`config.mk`:
```
export PLATFORM = sky130hd
export DESIGN_NAME = prom_prog_port
export DESIGN_NICKNAME = d
export VERILOG_FILES = /design/src/core/prom_prog_pkg.sv /design/src/core/word_fifo.sv /design/src/core/prom_prog_port.sv
export VERILOG_INCLUDE_DIRS = /design/src /design/src/core
export SDC_FILE = /design/constraint.sdc
export NUM_CORES = 1
export LEC_CHECK = 0
export BUFFER_PORTS_ARGS = -buffer_cell sky130_fd_sc_hd__buf_2
export CAP_MARGIN = 40
export CORE_MARGIN = 2
export CORE_UTILIZATION = 48
export CTS_CLUSTER_SIZE = 14
export DETAILED_ROUTE_END_ITERATION = 7
export PLACE_DENSITY_LB_ADDON = 0.08
export SLEW_MARGIN = 20
export SYNTH_ARGS = -nofsm -noshare
export SYNTH_HDL_FRONTEND = slang
export SYNTH_SLANG_ARGS = --single-unit
```
`constraint.sdc`:
```
create_clock -name clock -period 2.7 [get_ports clock]
set_input_delay 0.135 -clock clock [delete_from_list [all_inputs] [get_ports clock]]
set_output_delay 0.135 -clock clock [all_outputs]
set_load 0.01 [all_outputs]
```
`src/core/prom_prog_defs.svh`:
```
// Timing counts, widths and reset values for the programming port.
// Functional notes
// - Each word moves serially over the data pin, one bit per rising clock.
// - Select high, output enable high: shift incoming word into program buffer.
// - Select low, output enable high: drive stored word out bit by bit.
// - Address counter advances with select high and output enable low, and after each word is read out.
// - In programming mode the stored reset polarity is ignored.
// - Cascade output shows the configured reset polarity to the programmer, in programming mode only while select is high.
// - Cascade output goes low one cycle after the last bit is read.
// - Reset state held at least 20 ns in programming mode clears the bit counter; in idle, reset clears both counters.
// - Mode is left when select and output enable are both low.
`ifndef PROM_PROG_DEFS_SVH
`define PROM_PROG_DEFS_SVH
`define CLK_PERIOD_PS 20000
`define RST_HOLD_MIN_PS 20000
`define RST_HOLD_CYC ((`RST_HOLD_MIN_PS + `CLK_PERIOD_PS - 1) / `CLK_PERIOD_PS)
`define PGM_PULSE_MIN_PS 950000000
`define PGM_PULSE_CYC (`PGM_PULSE_MIN_PS / `CLK_PERIOD_PS)
`define WORD_W 8
`define ADDR_W 4
`define FIFO_DEPTH 4
`define POL_RESET_HIGH 1'b1
`endif

```
`src/core/prom_prog_pkg.sv`:
```
// Types shared by the programming port modules.
package prom_prog_pkg;
  typedef enum logic [3:0] {
    ST_IDLE = 4'b0001,
    ST_ENTER = 4'b0010,
    ST_ACCESS = 4'b0100,
    ST_PROG = 4'b1000
  } mode_t;
endpackage : prom_prog_pkg

```
`src/core/word_fifo.sv`:
```
// Small valid/ready FIFO for programmed words.
`timescale 1ns/1ps
`default_nettype none
module word_fifo #(
  parameter int WIDTH = 8,
  parameter int DEPTH = 4
) (
  input wire logic clock, // System clock.
  input wire logic rst, // Synchronous reset.
  input wire logic in_valid, // Write request.
  output logic in_ready, // Space available.
  input wire logic [WIDTH-1:0] in_data, // Write data.
  output logic out_valid, // Data available.
  input wire logic out_ready, // Read accept.
  output logic [WIDTH-1:0] out_data // Read data.
);
  localparam int AW = $clog2(DEPTH);
  typedef struct packed {
    logic [AW:0] wp;
    logic [AW:0] rp;
  } fifo_st_t;
  fifo_st_t st_r, st_nxt;
  logic [WIDTH-1:0] mem [DEPTH];
  logic full, empty;
  assign empty = (st_r.wp == st_r.rp);
  assign full = (st_r.wp[AW-1:0] == st_r.rp[AW-1:0]) && (st_r.wp[AW] != st_r.rp[AW]);
  assign in_ready = !full;
  assign out_valid = !empty;
  assign out_data = mem[st_r.rp[AW-1:0]];
  always_comb
  begin
    st_nxt = st_r;
    if (in_valid && !full)
      st_nxt.wp = st_r.wp + 1'b1;
    if (out_ready && !empty)
      st_nxt.rp = st_r.rp + 1'b1;
  end
  always_ff @(posedge clock)
  begin
    if (rst)
      st_r <= '0;
    else
      st_r <= st_nxt;
    if (in_valid && !full)
      mem[st_r.wp[AW-1:0]] <= in_data;
  end
endmodule : word_fifo
`default_nettype wire

```
`src/core/prom_prog_port.sv`:
```
// Programming-mode serial port of a one-time-programmable configuration memory.
`timescale 1ns/1ps
`default_nettype none
`include "prom_prog_defs.svh"
module prom_prog_port
  import prom_prog_pkg::*;
#(
  parameter int WORD_W = `WORD_W,
  parameter int ADDR_W = `ADDR_W,
  parameter int PGM_CYC = `PGM_PULSE_CYC
) (
  input wire logic clock, // System clock, 50 MHz.
  input wire logic rst, // Synchronous reset, active high.
  input wire logic clk_rise, // One-cycle pulse at each serial clock rising edge.
  input wire logic sel, // Chip select level.
  input wire logic oe_reset, // Counter-reset/output-enable level.
  input wire logic program_pulse_level, // Supply at programming level.
  input wire logic mode_access_level, // Supply at mode access level.
  input wire logic data_in, // Data pin input.
  output logic data_out, // Data pin output.
  output logic data_oe, // Data pin output enable.
  output logic cascade_select_out, // Cascade enable output.
  output logic prog_mode, // High while in programming mode.
  output logic wr_valid, // Committed word available to the array.
  output logic [WORD_W-1:0] wr_data, // Committed word.
  output logic [ADDR_W-1:0] wr_addr, // Address of committed word.
  input wire logic wr_ready, // Array accepts committed word.
  output logic [ADDR_W-1:0] rd_addr, // Address of word being read.
  input wire logic [WORD_W-1:0] rd_word, // Stored word at rd_addr.
  input wire logic reset_pol // Programmed reset polarity, 1 = active high.
);
  localparam int BW = $clog2(WORD_W);
  typedef struct packed {
    mode_t mode;
    logic [1:0] edges;
    logic [ADDR_W-1:0] addr;
    logic [BW-1:0] bitc;
    logic [WORD_W-1:0] buf_w;
    logic [WORD_W-1:0] sh_out;
    logic out_en;
    logic dout;
    logic last_done;
    logic cso;
    logic pp_d;
    logic [$clog2(`RST_HOLD_CYC+1):0] rst_cnt;
    logic [31:0] pgm_cnt;
  } port_st_t;
  port_st_t st_r, st_nxt;
  logic fifo_in_ready, fifo_in_valid, fifo_out_valid;
  logic [WORD_W+ADDR_W-1:0] fifo_out;
  word_fifo #(.WIDTH(WORD_W + ADDR_W), .DEPTH(`FIFO_DEPTH)) u_fifo (
    .clock(clock),
    .rst(rst),
    .in_valid(fifo_in_valid),
    .in_ready(fifo_in_ready),
    .in_data({st_r.addr, st_r.buf_w}),
    .out_valid(fifo_out_valid),
    .out_ready(wr_ready && wr_valid),
    .out_data(fifo_out)
  );
  always_comb
  begin
    st_nxt = st_r;
    fifo_in_valid = 1'b0;
    st_nxt.pp_d = program_pulse_level;
    case (st_r.mode)
      ST_IDLE:
      begin
        st_nxt.edges = 2'd0;
        // Outside programming mode the stored polarity is shown.
        st_nxt.cso = reset_pol;
        // Outside programming mode the stored polarity decides what counts as reset.
        if (oe_reset == reset_pol)
        begin
          st_nxt.addr = '0;
          st_nxt.bitc = '0;
          st_nxt.last_done = 1'b0;
        end
        if (clk_rise && sel && oe_reset && program_pulse_level)
        begin
          st_nxt.edges = st_r.edges + 2'd1;
          st_nxt.mode = ST_ENTER;
        end
      end
      ST_ENTER:
      begin
        if (clk_rise)
        begin
          if (program_pulse_level && sel && oe_reset)
            st_nxt.edges = st_r.edges + 2'd1;
          else if (mode_access_level && st_r.edges >= 2'd2)
          begin
            st_nxt.mode = ST_ACCESS;
            st_nxt.addr = '0;
            st_nxt.bitc = '0;
          end
          else
            st_nxt.mode = ST_IDLE;
        end
      end
      default:
      begin
        // Pin is read with the default polarity: high means reset/enable.
        if (!sel && !oe_reset)
        begin
          st_nxt.mode = ST_IDLE;
          st_nxt.out_en = 1'b0;
        end
        else
        begin
          if (oe_reset && sel)
            st_nxt.rst_cnt = (st_r.rst_cnt < `RST_HOLD_CYC) ? st_r.rst_cnt + 1'b1 : st_r.rst_cnt;
          else
            st_nxt.rst_cnt = '0;
          if (clk_rise)
          begin
            if (sel && oe_reset)
            begin
              st_nxt.buf_w = {st_r.buf_w[WORD_W-2:0], data_in};
              st_nxt.out_en = 1'b0;
            end
            else if (!sel && oe_reset)
            begin
              st_nxt.out_en = !st_r.last_done;
              st_nxt.dout = rd_word[WORD_W-1-st_r.bitc];
              if (st_r.last_done)
                st_nxt.cso = 1'b0;
              else if (st_r.bitc == BW'(WORD_W - 1))
              begin
                st_nxt.bitc = '0;
                st_nxt.addr = st_r.addr + 1'b1;
                if (&st_r.addr)
                  st_nxt.last_done = 1'b1;
              end
              else
                st_nxt.bitc = st_r.bitc + 1'b1;
            end
            else if (sel && !oe_reset)
            begin
              st_nxt.addr = st_r.addr + 1'b1;
              st_nxt.bitc = '0;
              st_nxt.out_en = 1'b0;
            end
          end
          // A reset pulse of the minimum width clears the bit counter.
          if (st_r.rst_cnt == `RST_HOLD_CYC && !st_r.last_done && !clk_rise)
            st_nxt.bitc = '0;
          // Programming pulse start commits the buffered word.
          if (program_pulse_level && !st_r.pp_d && fifo_in_ready)
          begin
            fifo_in_valid = 1'b1;
            st_nxt.mode = ST_PROG;
          end
          if (st_r.mode == ST_PROG && !program_pulse_level)
            st_nxt.mode = ST_ACCESS;
          if (sel)
            st_nxt.cso = reset_pol;
        end
      end
    endcase
  end
  always_ff @(posedge clock)
  begin
    if (rst)
    begin
      st_r <= '0;
      st_r.mode <= ST_IDLE;
      st_r.cso <= `POL_RESET_HIGH;
    end
    else
      st_r <= st_nxt;
  end
  always_ff @(posedge clock)
  begin
    if (rst)
    begin
      data_out <= 1'b0;
      data_oe <= 1'b0;
      cascade_select_out <= 1'b1;
      prog_mode <= 1'b0;
      wr_valid <= 1'b0;
      wr_data <= '0;
      wr_addr <= '0;
      rd_addr <= '0;
    end
    else
    begin
      data_out <= st_nxt.dout;
      data_oe <= st_nxt.out_en && (st_nxt.mode != ST_IDLE);
      cascade_select_out <= st_nxt.cso;
      prog_mode <= (st_nxt.mode == ST_ACCESS) || (st_nxt.mode == ST_PROG);
      wr_valid <= fifo_out_valid && !(wr_valid && wr_ready);
      wr_data <= fifo_out[WORD_W-1:0];
      wr_addr <= fifo_out[WORD_W+ADDR_W-1:WORD_W];
      rd_addr <= st_nxt.addr;
    end
  end
endmodule : prom_prog_port
`default_nettype wire

```
Yosys cells after proc, flatten, opt, wreduce, memory -nomap -nowiden

Memory sizes are Yosys's and may differ from the RTL's. A register that Yosys moved wholly into a read port is not among the register bits.
Cells that the tools add are included.

Add/subtract/negate cells: 7
Magnitude comparators: 3
Equal/unequal tests: 27
Mux-type cells: 49
Bitwise operators: 4
Reductions and logical operators: 51

Operators with widths:

| cell                                                                          | count |
|---|---|
| 7-bit 2-to-1 mux                                                              | 7 |
| 32-bit by 4-bit less-than comparator with 1-bit output, second input constant | 1 |
| 15-bit 2-to-1 mux                                                             | 2 |
| 4-bit 2-to-1 mux                                                              | 6 |
| 1-bit logical AND                                                             | 21 |
| 3-bit 2-to-1 mux                                                              | 6 |
| 1-bit 2-to-1 mux                                                              | 16 |
| 7-bit case mux with 2 select lines                                            | 1 |
| 13-bit 2-to-1 mux                                                             | 1 |
| 4-bit by 1-bit != test with 1-bit output, second input constant               | 3 |
| 6-bit AND reduction                                                           | 2 |
| 3-bit nonzero test                                                            | 4 |
| 2-bit != test, second input constant                                          | 5 |
| 10-bit AND reduction                                                          | 1 |
| 3-bit by 1-bit adder with 3-bit output, second input constant                 | 3 |
| 1-bit zero test                                                               | 9 |
| 9-bit AND reduction                                                           | 1 |
| 4-bit == test, second input constant                                          | 2 |
| 2-bit 2-to-1 mux                                                              | 4 |
| 8-bit 2-to-1 mux                                                              | 1 |
| 2-bit case mux with 2 select lines                                            | 2 |
| 4-bit case mux with 2 select lines                                            | 1 |
| 4-bit AND reduction                                                           | 2 |
| 4-bit nonzero test                                                            | 2 |
| 28 further kinds                                                              | 38 |

Register bits: 37
Memory bits (writable): 48
Input port bits: 18
Output and inout port bits: 21
Word-level logic and storage cells: 158
Memories kept: 1

Memory list:

| memory     | depth | width | read ports | clocked after memory_dff | write ports | line            | source |
|---|---|---|---|---|---|---|---|
| u_fifo.mem | 4     | 12    | 1          | 1                        | 1           | word_fifo.sv:23 | `logic [WIDTH-1:0] mem [DEPTH];` |

Logic depth before layout (Yosys ltp)

Gate-level depths: netlist of run 1.

Depth after elaboration: 11
Mapped depth: 8
Depth with buffers taken out: 7

Cells and area by module

From an unflattened synthesis of run 1, not the netlist that was laid out.

Cell total of the unflattened synthesis: 358
Area total of the unflattened synthesis: 4394.2 µm²

Modules (own cells, without submodules):

| module         | instances | cells each | area an instance (µm²) | seq. area each (µm²) |
|---|---|---|---|---|
| word_fifo      | 1         | 132        | 2290.9                 | 1601.5 |
| prom_prog_port | 1         | 226        | 2103.3                 | 860.8 |

Least setup slack after synthesis of run 1

OpenSTA, ideal clock, no wires.

Path kind: register -> register
Start point: reg st_r[64] (netlist name)
End point: reg data_oe
Setup time: 0.120 ns
Data arrival time: 1.831 ns
Required time: 2.580 ns
Slack: 0.749 ns
Stages on the path, launching flop included: 7
Buffers on the path: 1
Clock period less this slack: 1.951 ns
Path through: dfxtp_1 -> or4b_2 -> buf_2 -> o31ai_1 -> o2bb2ai_1 -> nand2_1 -> o31a_1

Cells in the longest elaborated chain, start to end: 7
Elaborated cells between the ends (all ways): 15
Those cells by class: 4 x eq/ne; 8 x mux; 3 x reduce/logical

Ends and longest elaborated chain:

| what                                     | line                  | source |
|---|---|---|
| from (decl)                              | prom_prog_port.sv:48  | `port_st_t st_r, st_nxt;` |
| from (signal assigned)                   | prom_prog_port.sv:171 | `st_r <= st_nxt;` |
| 4-bit == test                            | prom_prog_port.sv:154 | `if (st_r.mode == ST_PROG && !program_pulse_level)` |
| 1-bit logical AND                        | prom_prog_port.sv:154 |  |
| 4-bit 2-to-1 mux                         | prom_prog_port.sv:154 |  |
| 4-bit 2-to-1 mux                         | prom_prog_port.sv:104 | `if (!sel && !oe_reset)` |
| 4-bit case mux with 2 select lines       | prom_prog_port.sv:66  | `case (st_r.mode)` |
| 4-bit by 1-bit != test with 1-bit output | prom_prog_port.sv:189 | `data_oe <= st_nxt.out_en && (st_nxt.mode != ST_IDLE);` |
| 1-bit logical AND *                      | prom_prog_port.sv:189 |  |
| to (signal assigned)                     | prom_prog_port.sv:189 |  |
| to (decl)                                | prom_prog_port.sv:21  | `output logic data_oe,` |

Every way passes the cells marked *; elsewhere a longest branch is shown, timed or not. The select of a mux whose other input is x is not followed.
A chain may end at the register's enable or synchronous reset.

Worst setup path after layout of run 1

Start point: reg st_r[64] (netlist name)
End point: reg st_r[57] (netlist name)

Cells in the longest elaborated chain, start to end: 3
Elaborated cells between the ends (all ways): 13
Those cells by class: 9 x eq/ne; 1 x mux; 3 x reduce/logical

Ends and longest elaborated chain:

| what                                                                                                 | line |
|---|---|
| 4-bit by 2-bit == test with 1-bit output or 4-bit by 1-bit == test with 1-bit output (tied branches) | prom_prog_port.sv:66 |
| 5-bit by 2-bit != test with 1-bit output (no source line) (tied with other cells)                    | n/a |
| 9-bit AND reduction (no source line)                                                                 | n/a |

Parallel ways exist; a longest one is shown, timed or not.

==> results.json, run 1 <==
{
  "synth_cell_types": 51,
  "fmax_ghz": 0.469,
  "worstSetupStartpointType": "register",
  "grt_max_degree": 44,
  "area_growth_pct": 12.9,
  "yosys.area.top_type_share": 0.343,
  "rows": 34,
  "crit_chain": "or4b_2, a31oi_1, a211oi_1, a211o_1, o21ai_0",
  "tightestPinTransition_ps": 640,
  "n_antenna_cell": 0,
  "syn_inst": 344,
  "insertion_delay_ps": 350,
  "design.die.area_sq_mm": 0.00952,
  "multiInputGateArea_sq_mm": 0.00165,
  "skew_ps": 7.87,
  "dp_hpwl_microns": 5290,
  "dieWidth_microns": 97.6,
  "async_flop_share": 0,
  "vias": 2658,
  "critical_path_required_ps": 2990,
  "slowest_stage": "or4b_2",
  "yosys_warnings": 0,
  "ant_nets": 0,
  "final.fill_count": 764,
  "hold_depth": 3,
  "pre_cts_slack_ps": 599,
  "via_per_inst": 5.34,
  "synth_edf_count": 48,
  "track_usage": 0.173,
  "synth_fp_nets": 378,
  "cts_made_buffers": 9,
  "finalWorstSetupSlack_ps": 569,
  "critPathMaxStageDelay_ps": 840,
  "hold_viol": 0,
  "rr_endpoint": "st_r[57]$_SDFFE_PP0P_",
  "post_cts_resized": 0,
  "grt_pass1_wl_microns": 13000,
  "start_util": 0.489,
  "die_height_microns": 97.6,
  "period_share": 0.789,
  "end_kind": "register",
  "seqCellArea_sq_mm": 0.00242,
  "path_clk_slew_ps": 90,
  "routed_wl_microns": 7690,
  "worst-path-max-fanout": 11,
  "postCtsSetupRepairBufs": 0,
  "gp_congestion": 0.824,
  "r2r_slack_ps": 570,
  "nNetsFinal": 419,
  "io_buffers": 38,
  "top_layer": "met4",
  "ir_worst_vdd_mv": 0.310,
  "cts_root_buffer": "clkbuf_8",
  "wl_met3_microns": 231,
  "ys_ff_latch": 97,
  "wl_per_cell_microns": 15.4,
  "grt-ovfl-total": 0,
  "synth_ff_type": "dfxtp_1",
  "core_sq_mm": 0.00859,
  "pwr_density_cell_mw_per_mm2": 587,
  "hold_buffers": 0,
  "cts.sink_count": 97,
  "regToRegStartpoint": "st_r[64]$_SDFF_PP1_",
  "wl_met1_microns": 3580,
  "relSlewSlack": 0.571,
  "slew_violations": 0,
  "holdCritPathClass": "primary input to register",
  "min_period_ps": 2130,
  "power.leakage_uw": 0.00171,
  "setup_violations": 0,
  "dr_wl_met2_microns": 3840,
  "drc_errors": 0,
  "drive_above_1_share": 0.231,
  "yosysSeqAreaShare": 0.576,
  "reg2reg_depth": 5,
  "maxCapViolCount": 0,
  "rsz0062_at_grt": "false",
  "crit_type": "register to register",
  "drt-initial-drc-count": 107,
  "setup_tns_ps": 0,
  "hold_start": "data_in",
  "synth_area_leaders": "edfxtp_1 34%, dfxtp_1 23%, mux4_2 7.5%, ha_1 4.8%, nor2b_1 2.5%",
  "post-synth-top-area-cell": "edfxtp_1",
  "grt_pass1_vias": 2728,
  "p_total_uw": 2790,
  "status": "complete, no violations",
  "ios": 39,
  "cts_max_level": 3,
  "grt_antenna_before_repair": 0,
  "cts_tree": "done",
  "avgSynthCellArea_sq_um": 12.2,
  "timing.hold.worst_endpoint": "st_r[47]$_SDFFE_PP0P_",
  "critPathArrivalTime_ps": 2420,
  "cts_max_path_buffers": 2,
  "synthesis.area_sq_mm": 0.00420,
  "drtPass1Iterations": 4
}
==> cell usage after synthesis, drive strengths merged, types with 4 or more instances <==
cell type   n
xnor2       7
ha         16
a21oi      21
inv        11
a31oi       6
and3        4
mux2i       5
nand4       9
nand2      24
o21ai      11
nor2b      17
nor2       19
edfxtp     48
buf        10
nor3        6
mux4       14
nand3      14
nand2b      4
clkbuf     11
dfxtp      49
==> routing by layer <==
layer / track usage / vias to the layer above
met5: 0 / -
met4: 0.0524 / 0
met3: 0.0417 / 2
met2: 0.301 / 56
met1: 0.214 / 1251
li1: - / 1349
==> cell usage in the layout, fill, tap and decap left out, types with 5 or more instances in the layout <==
cell type,n
clkbuf_8,9
a21oi_1,21
buf_2,38
nand3_1,14
mux4_2,14
dfxtp_1,49
buf_4,12
nand2_1,24
xnor2_1,7
mux2i_1,5
ha_1,16
a31oi_1,6
edfxtp_1,48
nor2_1,19
nand4_1,9
inv_1,11
nor2b_1,17
o21ai_0,11
nor3_1,6
==> worst max-delay path, delay by kind of cell (launching register included) <==
family	cells	cell delay, ps
AOI/OAI and AO/OA	4	860
DFF	1	380
and+or+nand+nor	1	840
==> sequential cells by signal (all words and copies together) (netlist names) <==
register	flops
rd_addr	4
wr_addr	4
u_fifo.st_r	6
cascade_select_out	1
wr_valid	1
data_oe	1
st_r	22
prog_mode	1
data_out	1
wr_data	8
u_fifo.mem	48
==> metrics by stage <==
stage | util | hold slack, ps | cells | area [sq um]
finish | 0.553 | 29.3 | 498 | 4750
global route | 0.553 | 5.78 | 498 | 4750
CTS | 0.549 | 9.55 | 497 | 4720
detailed placement | 0.527 | 396 | 481 | 4530
global placement | 0.527 | 390 | 481 | 4530
floorplan | - | 255 | 344 | 4200
==> cells by family after synthesis <==
group | after synthesis | share of synthesized area
AOI/OAI and AO/OA | 57 | 0.0866
xor gates and xnor gates | 10 | 0.0208
adders and majority gates | 16 | 0.0476
buffers and inverters | 32 | 0.0336
DFF | 97 | 0.576
muxes | 19 | 0.0869
and+or+nand+nor | 113 | 0.148
==> power breakdown <==
group          switching [uW]  total [uW]  internal (uW)
Combinational             163         283            120
Sequential               18.9        1580           1570
Clock                     488         921            434
==> how the worst max path moves through the flow <==
stage | cells after the start | endpoint | from
2_1_floorplan | 6 | data_oe$_SDFF_PP0_ | st_r[64]$_SDFF_PP1_
4_1_cts | 7 | rd_addr[0]$_SDFFE_PP0P_ | st_r[55]$_SDFFE_PP0P_
3_5_place_dp | 7 | rd_addr[0]$_SDFFE_PP0P_ | st_r[55]$_SDFFE_PP0P_
3_3_place_gp | 7 | rd_addr[0]$_SDFFE_PP0P_ | st_r[55]$_SDFFE_PP0P_
5_1_grt | 7 | rd_addr[0]$_SDFFE_PP0P_ | st_r[55]$_SDFFE_PP0P_
6_report | 5 | st_r[57]$_SDFFE_PP0P_ | st_r[64]$_SDFF_PP1_
==> layout make-up <==
type                    count  area share
well taps                 108      0.0285
flip-flops and latches     97       0.510
inverters                  11     0.00870
clock inverters             6      0.0142
repair buffers             51      0.0648
clock buffers              10      0.0269
multi-input cells         215       0.347
Power figures use the tool's default switching activity.
==> run 2, diff against run 1 <==
clock period = 1.87 ns   (was 2.7 ns; I/O delays follow)
==> run 2 against run 1 <==
- sequential share of layout area is 4.0 points lower
- routed wire length grew 6.9%
- critical path depth grew 2
- final area grew 9.1%
- combinational power rose by 94%
- critical path type unchanged
==> results.json, run 2 (synthesized netlist as in run 1, its figures left out) <==
{
  "power_frac_comb": 0.134,
  "cts_max_level": 3,
  "io_buffers": 38,
  "cts_max_path_buffers": 2,
  "grt-ovfl-total": 0,
  "worstSetupStartpointType": "register",
  "slowest_stage": "or4_4",
  "status": "complete, no violations",
  "crit_type": "register to register",
  "critical_path_required_ps": 2170,
  "final_common_cell": "edfxtp_1",
  "design.die.area_sq_mm": 0.00952,
  "ir_worst_vdd_mv": 0.355,
  "regToRegStartpoint": "st_r[67]$_SDFF_PP0_",
  "setup_violations": 0,
  "hold_start": "program_pulse_level",
  "nNetsFinal": 446,
  "ios": 39,
  "hold_viol": 0,
  "area_growth_pct": 23.3,
  "fmax_ghz": 0.540,
  "maxCapViolCount": 0,
  "rows": 34,
  "critical_path.top_delay_family": "simple AND/OR/NAND/NOR gates",
  "power.internal_uw": 3010,
  "drc_errors": 0,
  "gp_congestion": 0.784,
  "rsz0062_at_grt": "true",
  "insertion_delay_ps": 360,
  "grt_pass1_wl_microns": 13700,
  "switching_power_uw": 1080,
  "cts.sink_count": 97,
  "n_antenna_cell": 0,
  "cts_root_buffer": "clkbuf_8",
  "vias": 2826,
  "timing.hold.worst_endpoint": "st_r[34]$_SDFF_PP0_",
  "core_sq_mm": 0.00859,
  "rr_endpoint": "rd_addr[0]$_SDFFE_PP0P_",
  "relSlewSlack": 0.707,
  "cts_made_buffers": 9,
  "dieWidth_microns": 97.6,
  "period_share": 0.991,
  "mostFrequentLayoutCells": "48 x edfxtp_1, 43 x dfxtp_1, 38 x buf_2",
  "ant_nets": 0,
  "instances_no_fill": 525,
  "cts_tree": "done",
  "clockPowerShare": 0.309,
  "min_period_ps": 1850,
  "track_usage": 0.184,
  "hold_depth": 2,
  "switching_share": 0.265,
  "via_per_inst": 5.38,
  "end_kind": "register",
  "skew_ps": 8.44,
  "die_height_microns": 97.6,
  "drt-initial-drc-count": 89,
  "critPathMostFrequentCell": "a21oi_2",
  "worst-path-max-fanout": 6,
  "dp_hpwl_microns": 5560,
  "final.fill_count": 718,
  "critPathMaxStageDelay_ps": 510,
  "crit_chain": "buf_6, nor4b_4, buf_4, a31o_4, a21oi_2, or4_4, a21oi_2",
  "pwr_density_cell_mw_per_mm2": 791,
  "drtPass1Iterations": 4,
  "critPathArrivalTime_ps": 2150,
  "slew_violations": 0,
  "grt_pass1_vias": 2815,
  "wl_per_cell_microns": 15.7,
  "routed_wl_microns": 8230,
  "p_seq_frac": 0.558,
  "crit_buf_inv": 2,
  "largest_reg_flops": 48,
  "setup_tns_ps": 0,
  "grt_antenna_before_repair": 0,
  "tightestPinTransition_ps": 439,
  "path_clk_slew_ps": 100,
  "grt_max_degree": 30,
  "power.leakage_uw": 0.00186,
  "r2r_slack_ps": 20,
  "drive_above_1_share": 0.341,
  "dp.cells": 506,
  "start_util": 0.489,
  "reg2reg_depth": 7,
  "holdCritPathClass": "primary input to register",
  "p_total_uw": 4100
}
-- run 2: power by group through the flow --
stage / clock network [uW] / logic, uW / registers, uW
final: 1260 / 549 / 2290
after global routing: 1390 / 604 / 2290
after CTS: 1310 / 506 / 2290
after detailed placement: 0 / 471 / 2330
after global placement: 0 / 467 / 2330
after floorplan: 0 / 270 / 2340
-- run 2: cell type report --
type                    count  area (sq um)  area share
clock inverters             6          56.3      0.0109
repair buffers             78           551       0.106
multi-input cells         215          1830       0.354
well taps                 108           135      0.0261
flip-flops and latches     97          2440       0.470
inverters                  11          41.3     0.00797
clock buffers              10           128      0.0246
-- run 2: metrics by stage --
stage	setup WS (ps)	area [sq um]	hold slack, ps	utilization
2_1_floorplan	-66.9	4220	214	-
3_3_place_gp	-134	4780	350	0.556
3_5_place_dp	-171	4780	356	0.556
4_1_cts	3.60	5090	23.7	0.593
5_1_grt	-77.9	5180	36.2	0.603
6_report	17.2	5180	41.0	0.603
-- run 2: worst max path at each step --
stage	depth (start not counted)	to	startpoint	slack, ps
6_report	7	rd_addr[0]$_SDFFE_PP0P_	st_r[67]$_SDFF_PP0_	20
5_1_grt	7	rd_addr[0]$_SDFFE_PP0P_	st_r[67]$_SDFF_PP0_	-80
4_1_cts	7	u_fifo.mem[0][4]$_DFFE_PP_	st_r[66]$_SDFF_PP0_	4
3_5_place_dp	5	st_r[57]$_SDFFE_PP0P_	st_r[65]$_SDFF_PP0_	-170
3_3_place_gp	5	st_r[57]$_SDFFE_PP0P_	st_r[65]$_SDFF_PP0_	-130
2_1_floorplan	6	data_oe$_SDFF_PP0_	st_r[64]$_SDFF_PP1_	-70
-- run 2: timing repair --
item | 4_1_cts | 5_1_grt
gates cloned | 0 | 1
hold endpoints to repair | 1 | 0
buffers inserted | 4 | 0
hold buffers | 1 | 0
setup endpoints to repair | 59 | 67
gates resized for setup | 20 | 28
pin swaps | 8 | 4
-- run 2: metal layers --
| metal | global-route usage | vias up | routed length [microns] |
|---|---|---|---|
| met2 | 0.317 | 48 | 4200 |
| li1 | - | 1406 | - |
| met4 | 0.0641 | 0 | 119 |
| met1 | 0.229 | 1363 | 3650 |
| met5 | 0 | - | 0 |
| met3 | 0.0381 | 9 | 247 |
